**src/core/wsrs_pkg.sv**
```systemverilog
// Constants, tables and types of the watch and standby rate selector
package wsrs_pkg;

   // ======================================================
   // Bus geometry and register indices (byte address = 4 x index)
   localparam int ADDR_W = 8;
   localparam int DATA_W = 32;
   localparam int IDX_LSB = 2;
   localparam int IDX_MSB = 7;
   localparam logic [5:0] IDX_CTRL = 6'h12;
   localparam logic [5:0] IDX_PMODE = 6'h1c;
   localparam logic [5:0] IDX_RATE = 6'h20;
   localparam logic [5:0] IDX_STAT = 6'h21;

   // ======================================================
   // Field positions and reset values
   localparam int WSR_LSB = 0;
   localparam int WSR_MSB = 3;
   localparam int ZERO_BIT = 4;
   localparam int STB_LSB = 5;
   localparam int STB_MSB = 7;
   localparam int PM_LSB = 4;
   localparam int PM_MSB = 6;
   localparam logic [3:0] WSR_RST = 4'h0;
   localparam logic [2:0] STB_RST = 3'h0;
   localparam logic [2:0] PM_RST = 3'h0;

   // ======================================================
   // Power modes and special watch codes
   localparam logic [2:0] PM_LOW = 3'h0;
   localparam logic [2:0] PM_ULP = 3'h3;
   localparam logic [2:0] PM_PREC = 3'h4;
   localparam logic [3:0] WATCH_DEFAULT = 4'h0;
   localparam logic [3:0] WATCH_DEFAULT_ALIAS = 4'h4;
   localparam logic [3:0] WATCH_CUSTOM = 4'hf;

   localparam logic [1:0] RESP_OKAY = 2'h0;
   localparam logic [1:0] RESP_SLVERR = 2'h2;

   // ======================================================
   // Rates in units of 0.1 Hz; zero marks a code not valid in the mode
   localparam logic [15:0] WATCH_ULP [16] = '{
      16'h0000, 16'h0004, 16'h0008, 16'h000f, 16'h003c, 16'h0082,
      16'h00fa, 16'h01f4, 16'h03e8, 16'h076c, 16'h0ed8, 16'h1d4c,
      16'h2af8, 16'h0000, 16'h0000, 16'h32c8};
   localparam logic [15:0] WATCH_LOW [16] = '{
      16'h0000, 16'h0004, 16'h0008, 16'h000f, 16'h0046, 16'h008c,
      16'h0118, 16'h021c, 16'h041a, 16'h0834, 16'h0fa0, 16'h1770,
      16'h0000, 16'h0000, 16'h0000, 16'h1d4c};
   localparam logic [15:0] WATCH_PREC [16] = '{
      16'h0000, 16'h0002, 16'h0004, 16'h0009, 16'h0046, 16'h008c,
      16'h0118, 16'h0226, 16'h0320, 16'h0000, 16'h0000, 16'h0000,
      16'h0000, 16'h0000, 16'h0000, 16'h03e8};
   localparam logic [15:0] STBY_ULP [8] = '{
      16'h000a, 16'h001e, 16'h0032, 16'h0064,
      16'h00e6, 16'h01c2, 16'h0384, 16'h0708};
   localparam logic [15:0] STBY_LOW [8] = '{
      16'h0005, 16'h000a, 16'h001e, 16'h003c,
      16'h0078, 16'h00f0, 16'h01e0, 16'h03e8};
   localparam logic [15:0] STBY_PREC [8] = '{
      16'h0001, 16'h0002, 16'h0004, 16'h0008,
      16'h000f, 16'h001e, 16'h0032, 16'h0064};

   typedef enum logic [1:0] {
      RD_IDLE = 2'b01,
      RD_DATA = 2'b10
   } wsrs_rd_e;

endpackage : wsrs_pkg

```
**src/core/wsrs_rate_lut.sv**
```systemverilog
// Registered lookup of watch and standby rates from codes and power mode
`timescale 1ns/1ps
module wsrs_rate_lut (
   input wire logic aclk,
   input wire logic aresetn,
   input wire logic [2:0] pmode,
   input wire logic [3:0] watch_code,
   input wire logic [2:0] stby_code,
   output logic [15:0] watch_rate,
   output logic [15:0] stby_rate,
   output logic watch_invalid,
   output logic watch_custom
);

   logic [3:0] eff_code;
   logic [15:0] next_watch_rate;
   logic [15:0] next_stby_rate;
   logic next_watch_invalid;
   logic next_watch_custom;

   // ======================================================
   // Table selection
   always_comb
   begin
      eff_code = (watch_code == wsrs_pkg::WATCH_DEFAULT) ?
         wsrs_pkg::WATCH_DEFAULT_ALIAS : watch_code;
      case (pmode)
         wsrs_pkg::PM_ULP:
         begin
            next_watch_rate = wsrs_pkg::WATCH_ULP[eff_code];
            next_stby_rate = wsrs_pkg::STBY_ULP[stby_code];
         end
         wsrs_pkg::PM_LOW:
         begin
            next_watch_rate = wsrs_pkg::WATCH_LOW[eff_code];
            next_stby_rate = wsrs_pkg::STBY_LOW[stby_code];
         end
         wsrs_pkg::PM_PREC:
         begin
            next_watch_rate = wsrs_pkg::WATCH_PREC[eff_code];
            next_stby_rate = wsrs_pkg::STBY_PREC[stby_code];
         end
         default:
         begin
            next_watch_rate = 16'h0000;
            next_stby_rate = 16'h0000;
         end
      endcase
      next_watch_invalid = (next_watch_rate == 16'h0000);
      next_watch_custom = (watch_code == wsrs_pkg::WATCH_CUSTOM) &&
         !next_watch_invalid;
   end

   always_ff @(posedge aclk)
   begin
      if (!aresetn)
      begin
         watch_rate <= 16'h0000;
         stby_rate <= 16'h0000;
         watch_invalid <= 1'b0;
         watch_custom <= 1'b0;
      end
      else
      begin
         watch_rate <= next_watch_rate;
         stby_rate <= next_stby_rate;
         watch_invalid <= next_watch_invalid;
         watch_custom <= next_watch_custom;
      end
   end
endmodule : wsrs_rate_lut

```
**src/core/wsrs_rate_select.sv**
```systemverilog
// Watch and standby rate control register with AXI4-Lite access
//
// Behaviour
// - Bits 3..0 pick the sample rate used in activity-watch mode.
// - Bits 7..5 pick the clock rate used in standby.
// - Power mode 3 ultra-low, 0 low, 4 precision selects the rate table.
// - Standby codes 0..7 give eight rising rates; code 0 is slowest.
// - Watch code 0 equals code 4; 13,14 invalid; 12 only ultra-low.
//
// Chosen here: the AXI4-Lite slave port.
`timescale 1ns/1ps
module wsrs_rate_select (
   input wire logic aclk,
   input wire logic aresetn,
   input wire logic [7:0] s_axi_awaddr,
   input wire logic [2:0] s_axi_awprot,
   input wire logic s_axi_awvalid,
   output logic s_axi_awready,
   input wire logic [31:0] s_axi_wdata,
   input wire logic [3:0] s_axi_wstrb,
   input wire logic s_axi_wvalid,
   output logic s_axi_wready,
   output logic [1:0] s_axi_bresp,
   output logic s_axi_bvalid,
   input wire logic s_axi_bready,
   input wire logic [7:0] s_axi_araddr,
   input wire logic [2:0] s_axi_arprot,
   input wire logic s_axi_arvalid,
   output logic s_axi_arready,
   output logic [31:0] s_axi_rdata,
   output logic [1:0] s_axi_rresp,
   output logic s_axi_rvalid,
   input wire logic s_axi_rready,
   output logic [3:0] watch_sample_rate_code,
   output logic [2:0] standby_clock_rate_code,
   output logic [2:0] power_mode,
   output logic [15:0] watch_rate_dhz,
   output logic [15:0] standby_rate_dhz,
   output logic watch_rate_invalid,
   output logic watch_rate_custom
);

   // ======================================================
   // Write channel state
   logic aw_hold;
   logic w_hold;
   logic [7:0] awaddr_q;
   logic [31:0] wdata_q;
   logic [3:0] wstrb_q;
   logic bvalid_q;
   logic [1:0] bresp_q;
   logic next_aw_hold;
   logic next_w_hold;
   logic [7:0] next_awaddr_q;
   logic [31:0] next_wdata_q;
   logic [3:0] next_wstrb_q;
   logic next_bvalid_q;
   logic [1:0] next_bresp_q;

   logic aw_ok;
   logic w_ok;
   logic wr_fire;
   logic [7:0] wr_addr;
   logic [31:0] wr_data;
   logic [3:0] wr_strb;
   logic [5:0] wr_idx;
   logic ctrl_wr;
   logic pmode_wr;

   // ======================================================
   // Register state
   logic [3:0] next_watch_code;
   logic [2:0] next_stby_code;
   logic [2:0] next_power_mode;
   logic [7:0] ctrl_rd;

   // ======================================================
   // Read channel state
   wsrs_pkg::wsrs_rd_e rd_state;
   wsrs_pkg::wsrs_rd_e next_rd_state;
   logic [31:0] next_rdata;
   logic [1:0] next_rresp;
   logic [31:0] rd_mux;
   logic rd_hit;
   logic [5:0] rd_idx;

   assign s_axi_awready = !aw_hold && !bvalid_q;
   assign s_axi_wready = !w_hold && !bvalid_q;
   assign s_axi_bvalid = bvalid_q;
   assign s_axi_bresp = bresp_q;
   assign s_axi_arready = (rd_state == wsrs_pkg::RD_IDLE);
   assign s_axi_rvalid = (rd_state == wsrs_pkg::RD_DATA);

   // ======================================================
   // Write path: address and data accepted in either order
   always_comb
   begin
      aw_ok = aw_hold || (s_axi_awvalid && s_axi_awready);
      w_ok = w_hold || (s_axi_wvalid && s_axi_wready);
      wr_fire = aw_ok && w_ok;
      wr_addr = aw_hold ? awaddr_q : s_axi_awaddr;
      wr_data = w_hold ? wdata_q : s_axi_wdata;
      wr_strb = w_hold ? wstrb_q : s_axi_wstrb;
      wr_idx = wr_addr[wsrs_pkg::IDX_MSB:wsrs_pkg::IDX_LSB];
      ctrl_wr = wr_fire && (wr_idx == wsrs_pkg::IDX_CTRL) && wr_strb[0];
      pmode_wr = wr_fire && (wr_idx == wsrs_pkg::IDX_PMODE) &&
         wr_strb[0];

      next_aw_hold = aw_hold;
      next_w_hold = w_hold;
      next_awaddr_q = awaddr_q;
      next_wdata_q = wdata_q;
      next_wstrb_q = wstrb_q;
      next_bvalid_q = bvalid_q;
      next_bresp_q = bresp_q;
      next_watch_code = watch_sample_rate_code;
      next_stby_code = standby_clock_rate_code;
      next_power_mode = power_mode;

      if (bvalid_q && s_axi_bready)
      begin
         next_bvalid_q = 1'b0;
      end
      if (wr_fire)
      begin
         next_aw_hold = 1'b0;
         next_w_hold = 1'b0;
         next_bvalid_q = 1'b1;
         if (wr_idx == wsrs_pkg::IDX_CTRL ||
             wr_idx == wsrs_pkg::IDX_PMODE)
         begin
            next_bresp_q = wsrs_pkg::RESP_OKAY;
         end
         else
         begin
            next_bresp_q = wsrs_pkg::RESP_SLVERR;
         end
      end
      else
      begin
         if (s_axi_awvalid && s_axi_awready)
         begin
            next_aw_hold = 1'b1;
            next_awaddr_q = s_axi_awaddr;
         end
         if (s_axi_wvalid && s_axi_wready)
         begin
            next_w_hold = 1'b1;
            next_wdata_q = s_axi_wdata;
            next_wstrb_q = s_axi_wstrb;
         end
      end

      if (ctrl_wr)
      begin
         next_watch_code = wr_data[wsrs_pkg::WSR_MSB:wsrs_pkg::WSR_LSB];
         next_stby_code = wr_data[wsrs_pkg::STB_MSB:wsrs_pkg::STB_LSB];
      end
      if (pmode_wr)
      begin
         next_power_mode = wr_data[wsrs_pkg::PM_MSB:wsrs_pkg::PM_LSB];
      end
   end

   always_ff @(posedge aclk)
   begin
      if (!aresetn)
      begin
         aw_hold <= 1'b0;
         w_hold <= 1'b0;
         awaddr_q <= 8'h00;
         wdata_q <= 32'h0000_0000;
         wstrb_q <= 4'h0;
         bvalid_q <= 1'b0;
         bresp_q <= wsrs_pkg::RESP_OKAY;
         watch_sample_rate_code <= wsrs_pkg::WSR_RST;
         standby_clock_rate_code <= wsrs_pkg::STB_RST;
         power_mode <= wsrs_pkg::PM_RST;
      end
      else
      begin
         aw_hold <= next_aw_hold;
         w_hold <= next_w_hold;
         awaddr_q <= next_awaddr_q;
         wdata_q <= next_wdata_q;
         wstrb_q <= next_wstrb_q;
         bvalid_q <= next_bvalid_q;
         bresp_q <= next_bresp_q;
         watch_sample_rate_code <= next_watch_code;
         standby_clock_rate_code <= next_stby_code;
         power_mode <= next_power_mode;
      end
   end

   // ======================================================
   // Read path
   always_comb
   begin
      ctrl_rd = {standby_clock_rate_code, 1'b0, watch_sample_rate_code};
      rd_idx = s_axi_araddr[wsrs_pkg::IDX_MSB:wsrs_pkg::IDX_LSB];
      rd_hit = 1'b1;
      case (rd_idx)
         wsrs_pkg::IDX_CTRL: rd_mux = {24'h00_0000, ctrl_rd};
         wsrs_pkg::IDX_PMODE: rd_mux = {25'h000_0000, power_mode, 4'h0};
         wsrs_pkg::IDX_RATE: rd_mux = {standby_rate_dhz, watch_rate_dhz};
         wsrs_pkg::IDX_STAT:
            rd_mux = {30'h0000_0000, watch_rate_custom, watch_rate_invalid};
         default:
         begin
            rd_mux = 32'h0000_0000;
            rd_hit = 1'b0;
         end
      endcase

      next_rd_state = rd_state;
      next_rdata = s_axi_rdata;
      next_rresp = s_axi_rresp;
      case (rd_state)
         wsrs_pkg::RD_IDLE:
         begin
            if (s_axi_arvalid)
            begin
               next_rd_state = wsrs_pkg::RD_DATA;
               next_rdata = rd_mux;
               next_rresp = rd_hit ? wsrs_pkg::RESP_OKAY :
                  wsrs_pkg::RESP_SLVERR;
            end
         end
         wsrs_pkg::RD_DATA:
         begin
            if (s_axi_rready)
            begin
               next_rd_state = wsrs_pkg::RD_IDLE;
            end
         end
         default:
         begin
            next_rd_state = wsrs_pkg::RD_IDLE;
         end
      endcase
   end

   always_ff @(posedge aclk)
   begin
      if (!aresetn)
      begin
         rd_state <= wsrs_pkg::RD_IDLE;
         s_axi_rdata <= 32'h0000_0000;
         s_axi_rresp <= wsrs_pkg::RESP_OKAY;
      end
      else
      begin
         rd_state <= next_rd_state;
         s_axi_rdata <= next_rdata;
         s_axi_rresp <= next_rresp;
      end
   end

   // ======================================================
   // Rate lookup
   wsrs_rate_lut u_lut (
      .aclk(aclk),
      .aresetn(aresetn),
      .pmode(power_mode),
      .watch_code(watch_sample_rate_code),
      .stby_code(standby_clock_rate_code),
      .watch_rate(watch_rate_dhz),
      .stby_rate(standby_rate_dhz),
      .watch_invalid(watch_rate_invalid),
      .watch_custom(watch_rate_custom)
   );
endmodule : wsrs_rate_select

```
**config.mk**
```make
export PLATFORM = sky130hd
export DESIGN_NAME = wsrs_rate_select
export DESIGN_NICKNAME = d
export VERILOG_FILES = /design/src/core/wsrs_pkg.sv /design/src/core/wsrs_rate_lut.sv /design/src/core/wsrs_rate_select.sv
export SDC_FILE = /design/constraint.sdc
export NUM_CORES = 1
export LEC_CHECK = 0
export CORE_ASPECT_RATIO = 0.9
export CORE_MARGIN = 4
export CORE_UTILIZATION = 50
export DETAILED_ROUTE_END_ITERATION = 6
export DONT_BUFFER_PORTS = 1
export PLACE_DENSITY = 0.62
export SLEW_MARGIN = 15
export SYNTH_ARGS = -nofsm -noshare
export SYNTH_HDL_FRONTEND = slang
export SYNTH_HIERARCHICAL = 1
export SYNTH_SLANG_ARGS = --single-unit
```
**constraint.sdc**
```tcl
create_clock -name aclk -period 2.9 [get_ports aclk]
set_input_delay 0.145 -clock aclk [delete_from_list [all_inputs] [get_ports aclk]]
set_output_delay 0.145 -clock aclk [all_outputs]
set_load 0.05 [all_outputs]
```
==> impl_metrics.yaml <==
outcome:
  outcome: "finished clean"
clocking:
  worst_path_clk_slew_ns: 0.10
  cts-root-buf: "sky130_fd_sc_hd__clkbuf_8"
  cts-resized-gates: 0
  clock_tree_from_tritoncts: "built"
  clock_insertion_delay_worst_skew_ns: 0.36
  cts_num_sinks: 91
  cts_inserted_buffers: 9
  h-tree-depth: 3
  max-clock-path-buffers: 2
min_path:
  worst_hold_path_type: "in -> reg"
final_layout:
  antenna_cells: 0
  final_nets: 651
  num-fill-cells: 846
  multiInputGateArea_sq_mm: 0.00256
  area.sequential_sq_mm: 0.00182
  design_area_sq_mm: 0.00518
  layout-drive-gt1-share_pct: 11.3
  area_growth_syn_to_layout_pct: 11.8
  final_core_utilization_pct: 57.0
place:
  dpl_cell_area_sq_mm: 0.00476
  port_buffer_count: 0
  detailed_place_hpwl_um: 9590
  dpl_ws_ns: 0.404
  routabilityCongestion: 0.957
logic_synthesis:
  syn-mean-instance-area_sq_um: 8.36
  synth.lib_cells_used.distinct: 64
  synth.top_cells.by_count: "91 x sky130_fd_sc_hd__dfxtp_1, 62 x sky130_fd_sc_hd__nor2_1, 55 x sky130_fd_sc_hd__a21oi_1"
  synth_flop_cell: "sky130_fd_sc_hd__dfxtp_1"
  synthesis.yosys.warnings: 6
  post-synth-top-count-cell: "sky130_fd_sc_hd__dfxtp_1"
  synth_top_cells_by_area: "sky130_fd_sc_hd__dfxtp_1 39%, sky130_fd_sc_hd__a21oi_1 5.9%, sky130_fd_sc_hd__mux2i_1 5.2%"
  asyncSetResetFlopFracSynth_pct: 0
  synth_enable_flop_cells: 0
  mapped_cell_area_sq_mm: 0.00463
  postSynthRegisterBits: 91
  synth_sequential_area_ratio_pct: 39.4
  synthDominantCellAreaShare_pct: 39.4
  synth.largest_area_cell: "sky130_fd_sc_hd__dfxtp_1"
  synth_cells: 554
timing:
  final.period_utilization_pct: 88.9
  slew-limit-headroom_pct: 33.3
  worst_setup_slack_after_layout_ns: 0.321
  finalHoldViolCount: 0
  period_needed_ns: 2.58
  finalHoldWorstSlack_ns: 0.0251
  tns_ns: 0
  report.final.slew_viol_count: 0
  fmax_ghz: 0.388
  rsz_0062_raised_after_global_routing: "no"
  worst_clock_skew_ns: 0.0137
  final-setup-viol-count: 0
  least_margin_pin_slew_ns: 0.997
worst_setup_path:
  setup.worst_path.end_class: "flip-flop"
  cp.arrival_ns: 2.81
  critical_path.startpoint_type: "flip-flop"
  crit_path_max_fanout: 18
  classification_of_the_worst_setup_path: "reg -> reg"
  worst_ep_required_time_ns: 3.13
drt:
  remaining_drc_errors: 0
  detailedRoute.firstIterationViolations: 404
  routedWlPerCell_um: 19.3
  num_vias: 4199
  firstDrtPassIters: 5
  drt.antenna.violating_nets: 0
  routed_via_density: 6.02
  drt-total-wl_um: 13400
floorplan:
  die_w_um: 109
  io_pins: 150
  initial_utilization_pct: 51.0
  die-area_sq_mm: 0.0109
  floorplan_row_count: 33
  die_height_um: 99.3
  core-area_sq_mm: 0.00908
grt:
  first_pass_grt_wire_length_um: 21200
  grt_start_max_net_pins: 46
  grt_overflow: 0
  track_usage_pct: 24.8
  antenna_found_initial: 0
  grt_pass1_vias: 4073
pwr:
  internal_power_mw: 1.78
  ir_worst_vdd_uv: 306
  sequentialPowerShare_pct: 55.1
  powerDensity_mw_per_mm2: 484
  power.switching_fraction_pct: 29.1
  pwr-share-comb_pct: 10.2
  switchingPower_mw: 0.730
  power.leakage_nw: 2.00
  clockPowerShare_pct: 34.7
run:
  drv_cap: 0
[stage by stage]
step / total power, mW / cells
2_1_floorplan: 1.61 / 561
3_3_place_gp: 1.63 / 661
3_5_place_dp: 1.63 / 661
4_1_cts: 2.53 / 696
5_1_grt: 2.62 / 697
6_report: 2.51 / 697
[power by group through the flow]
| stage | Clock, mW | Combinational (mW) | Sequential, mW |
|---|---|---|---|
| after floorplan | 0 | 0.215 | 1.39 |
| after global placement | 0 | 0.220 | 1.41 |
| after detailed placement | 0 | 0.224 | 1.41 |
| after CTS | 0.900 | 0.252 | 1.38 |
| after global routing | 0.957 | 0.278 | 1.39 |
| final | 0.870 | 0.256 | 1.38 |
[state kept, by name, summed over array words and instances (netlist names), 2 cells and up]
register	cells
wdata_q	8
u_lut/watch_rate	14
awaddr_q	6
s_axi_rdata	32
power_mode	3
u_lut/stby_rate	11
watch_sample_rate_code	4
standby_clock_rate_code	3
rd_state	2
[worst max-delay path, cell delays in order, from the launching register on]
cell and delay, ns:
sky130_fd_sc_hd__dfxtp_1 0.78, sky130_fd_sc_hd__inv_1 0.28, sky130_fd_sc_hd__nand2_1 0.20, sky130_fd_sc_hd__o32ai_1 0.15
sky130_fd_sc_hd__a211o_1 0.29, sky130_fd_sc_hd__or3_1 0.32, sky130_fd_sc_hd__nor4_2 0.31, sky130_fd_sc_hd__a211oi_1 0.12
[worst paths after layout]
check / slack [ns] / from / depth (start not counted) / endpoint
setup / recovery: 0.32 / watch_sample_rate_code[2] / 7 / u_lut/watch_custom
hold / removal: 0.03 / s_axi_awaddr[3] / 3 / s_axi_bresp[1]
setup reg to reg: 0.32 / watch_sample_rate_code[2] / 7 / u_lut/watch_custom
hold reg to reg: 0.51 / wdata_q[6] / 2 / wdata_q[6]
[what timing repair did]
| item | in CTS | in global routing |
|---|---|---|
| hold buffers | 20 | 1 |
| hold endpoints to repair | 43 | 1 |
| buffers inserted | 0 | 0 |
[per-layer routing]
layer  global-route usage, %  up-vias  part of all wire (%)
met5                       0        -                     0
met4                    6.52        0                   1.6
met3                    9.15       19                    10
met2                    38.3      192                    45
met1                    32.7     1982                    43
li1                        -     2006                     -
[logic make-up after synthesis]
kind of cell / synth area share [%]
buffers and inverters: 5.97
adders and majority gates: 4.05
other: 0.162
DFF: 39.4
AOI/OAI and AO/OA: 22.2
and+or+nand+nor: 22.6
muxes: 5.68
[final cells by class]
type,instances,share of cell area [%]
Clock buffer,9,2.39
Clock inverter,6,1.52
Inverter,12,0.870
Multi-Input combinational cell,413,49.4
Sequential cell,91,35.2
Tap cell,122,2.95
Timing Repair Buffer,44,7.64
[cells in the final DEF, fill, tap and decap left out, types with 6 or more instances in the layout]
master | Yosys | final
sky130_fd_sc_hd__ha_1 | 15 | 15
sky130_fd_sc_hd__o21ai_0 | 21 | 21
sky130_fd_sc_hd__a21oi_1 | 55 | 55
sky130_fd_sc_hd__nand2_1 | 53 | 53
sky130_fd_sc_hd__nor2b_1 | 14 | 14
sky130_fd_sc_hd__dlygate4sd3_1 | 0 | 21
sky130_fd_sc_hd__buf_4 | 9 | 22
sky130_fd_sc_hd__a221oi_1 | 11 | 11
sky130_fd_sc_hd__dfxtp_1 | 91 | 89
sky130_fd_sc_hd__o22ai_1 | 9 | 9
sky130_fd_sc_hd__nor2_1 | 62 | 62
sky130_fd_sc_hd__and2_1 | 6 | 6
sky130_fd_sc_hd__mux2i_1 | 24 | 24
sky130_fd_sc_hd__conb_1 | 2 | 9
sky130_fd_sc_hd__a211oi_1 | 9 | 9
sky130_fd_sc_hd__clkbuf_8 | 0 | 9
sky130_fd_sc_hd__nand3_1 | 36 | 36
sky130_fd_sc_hd__inv_1 | 11 | 11
sky130_fd_sc_hd__nor3_1 | 6 | 6
(Power assumes the default switching activity.)
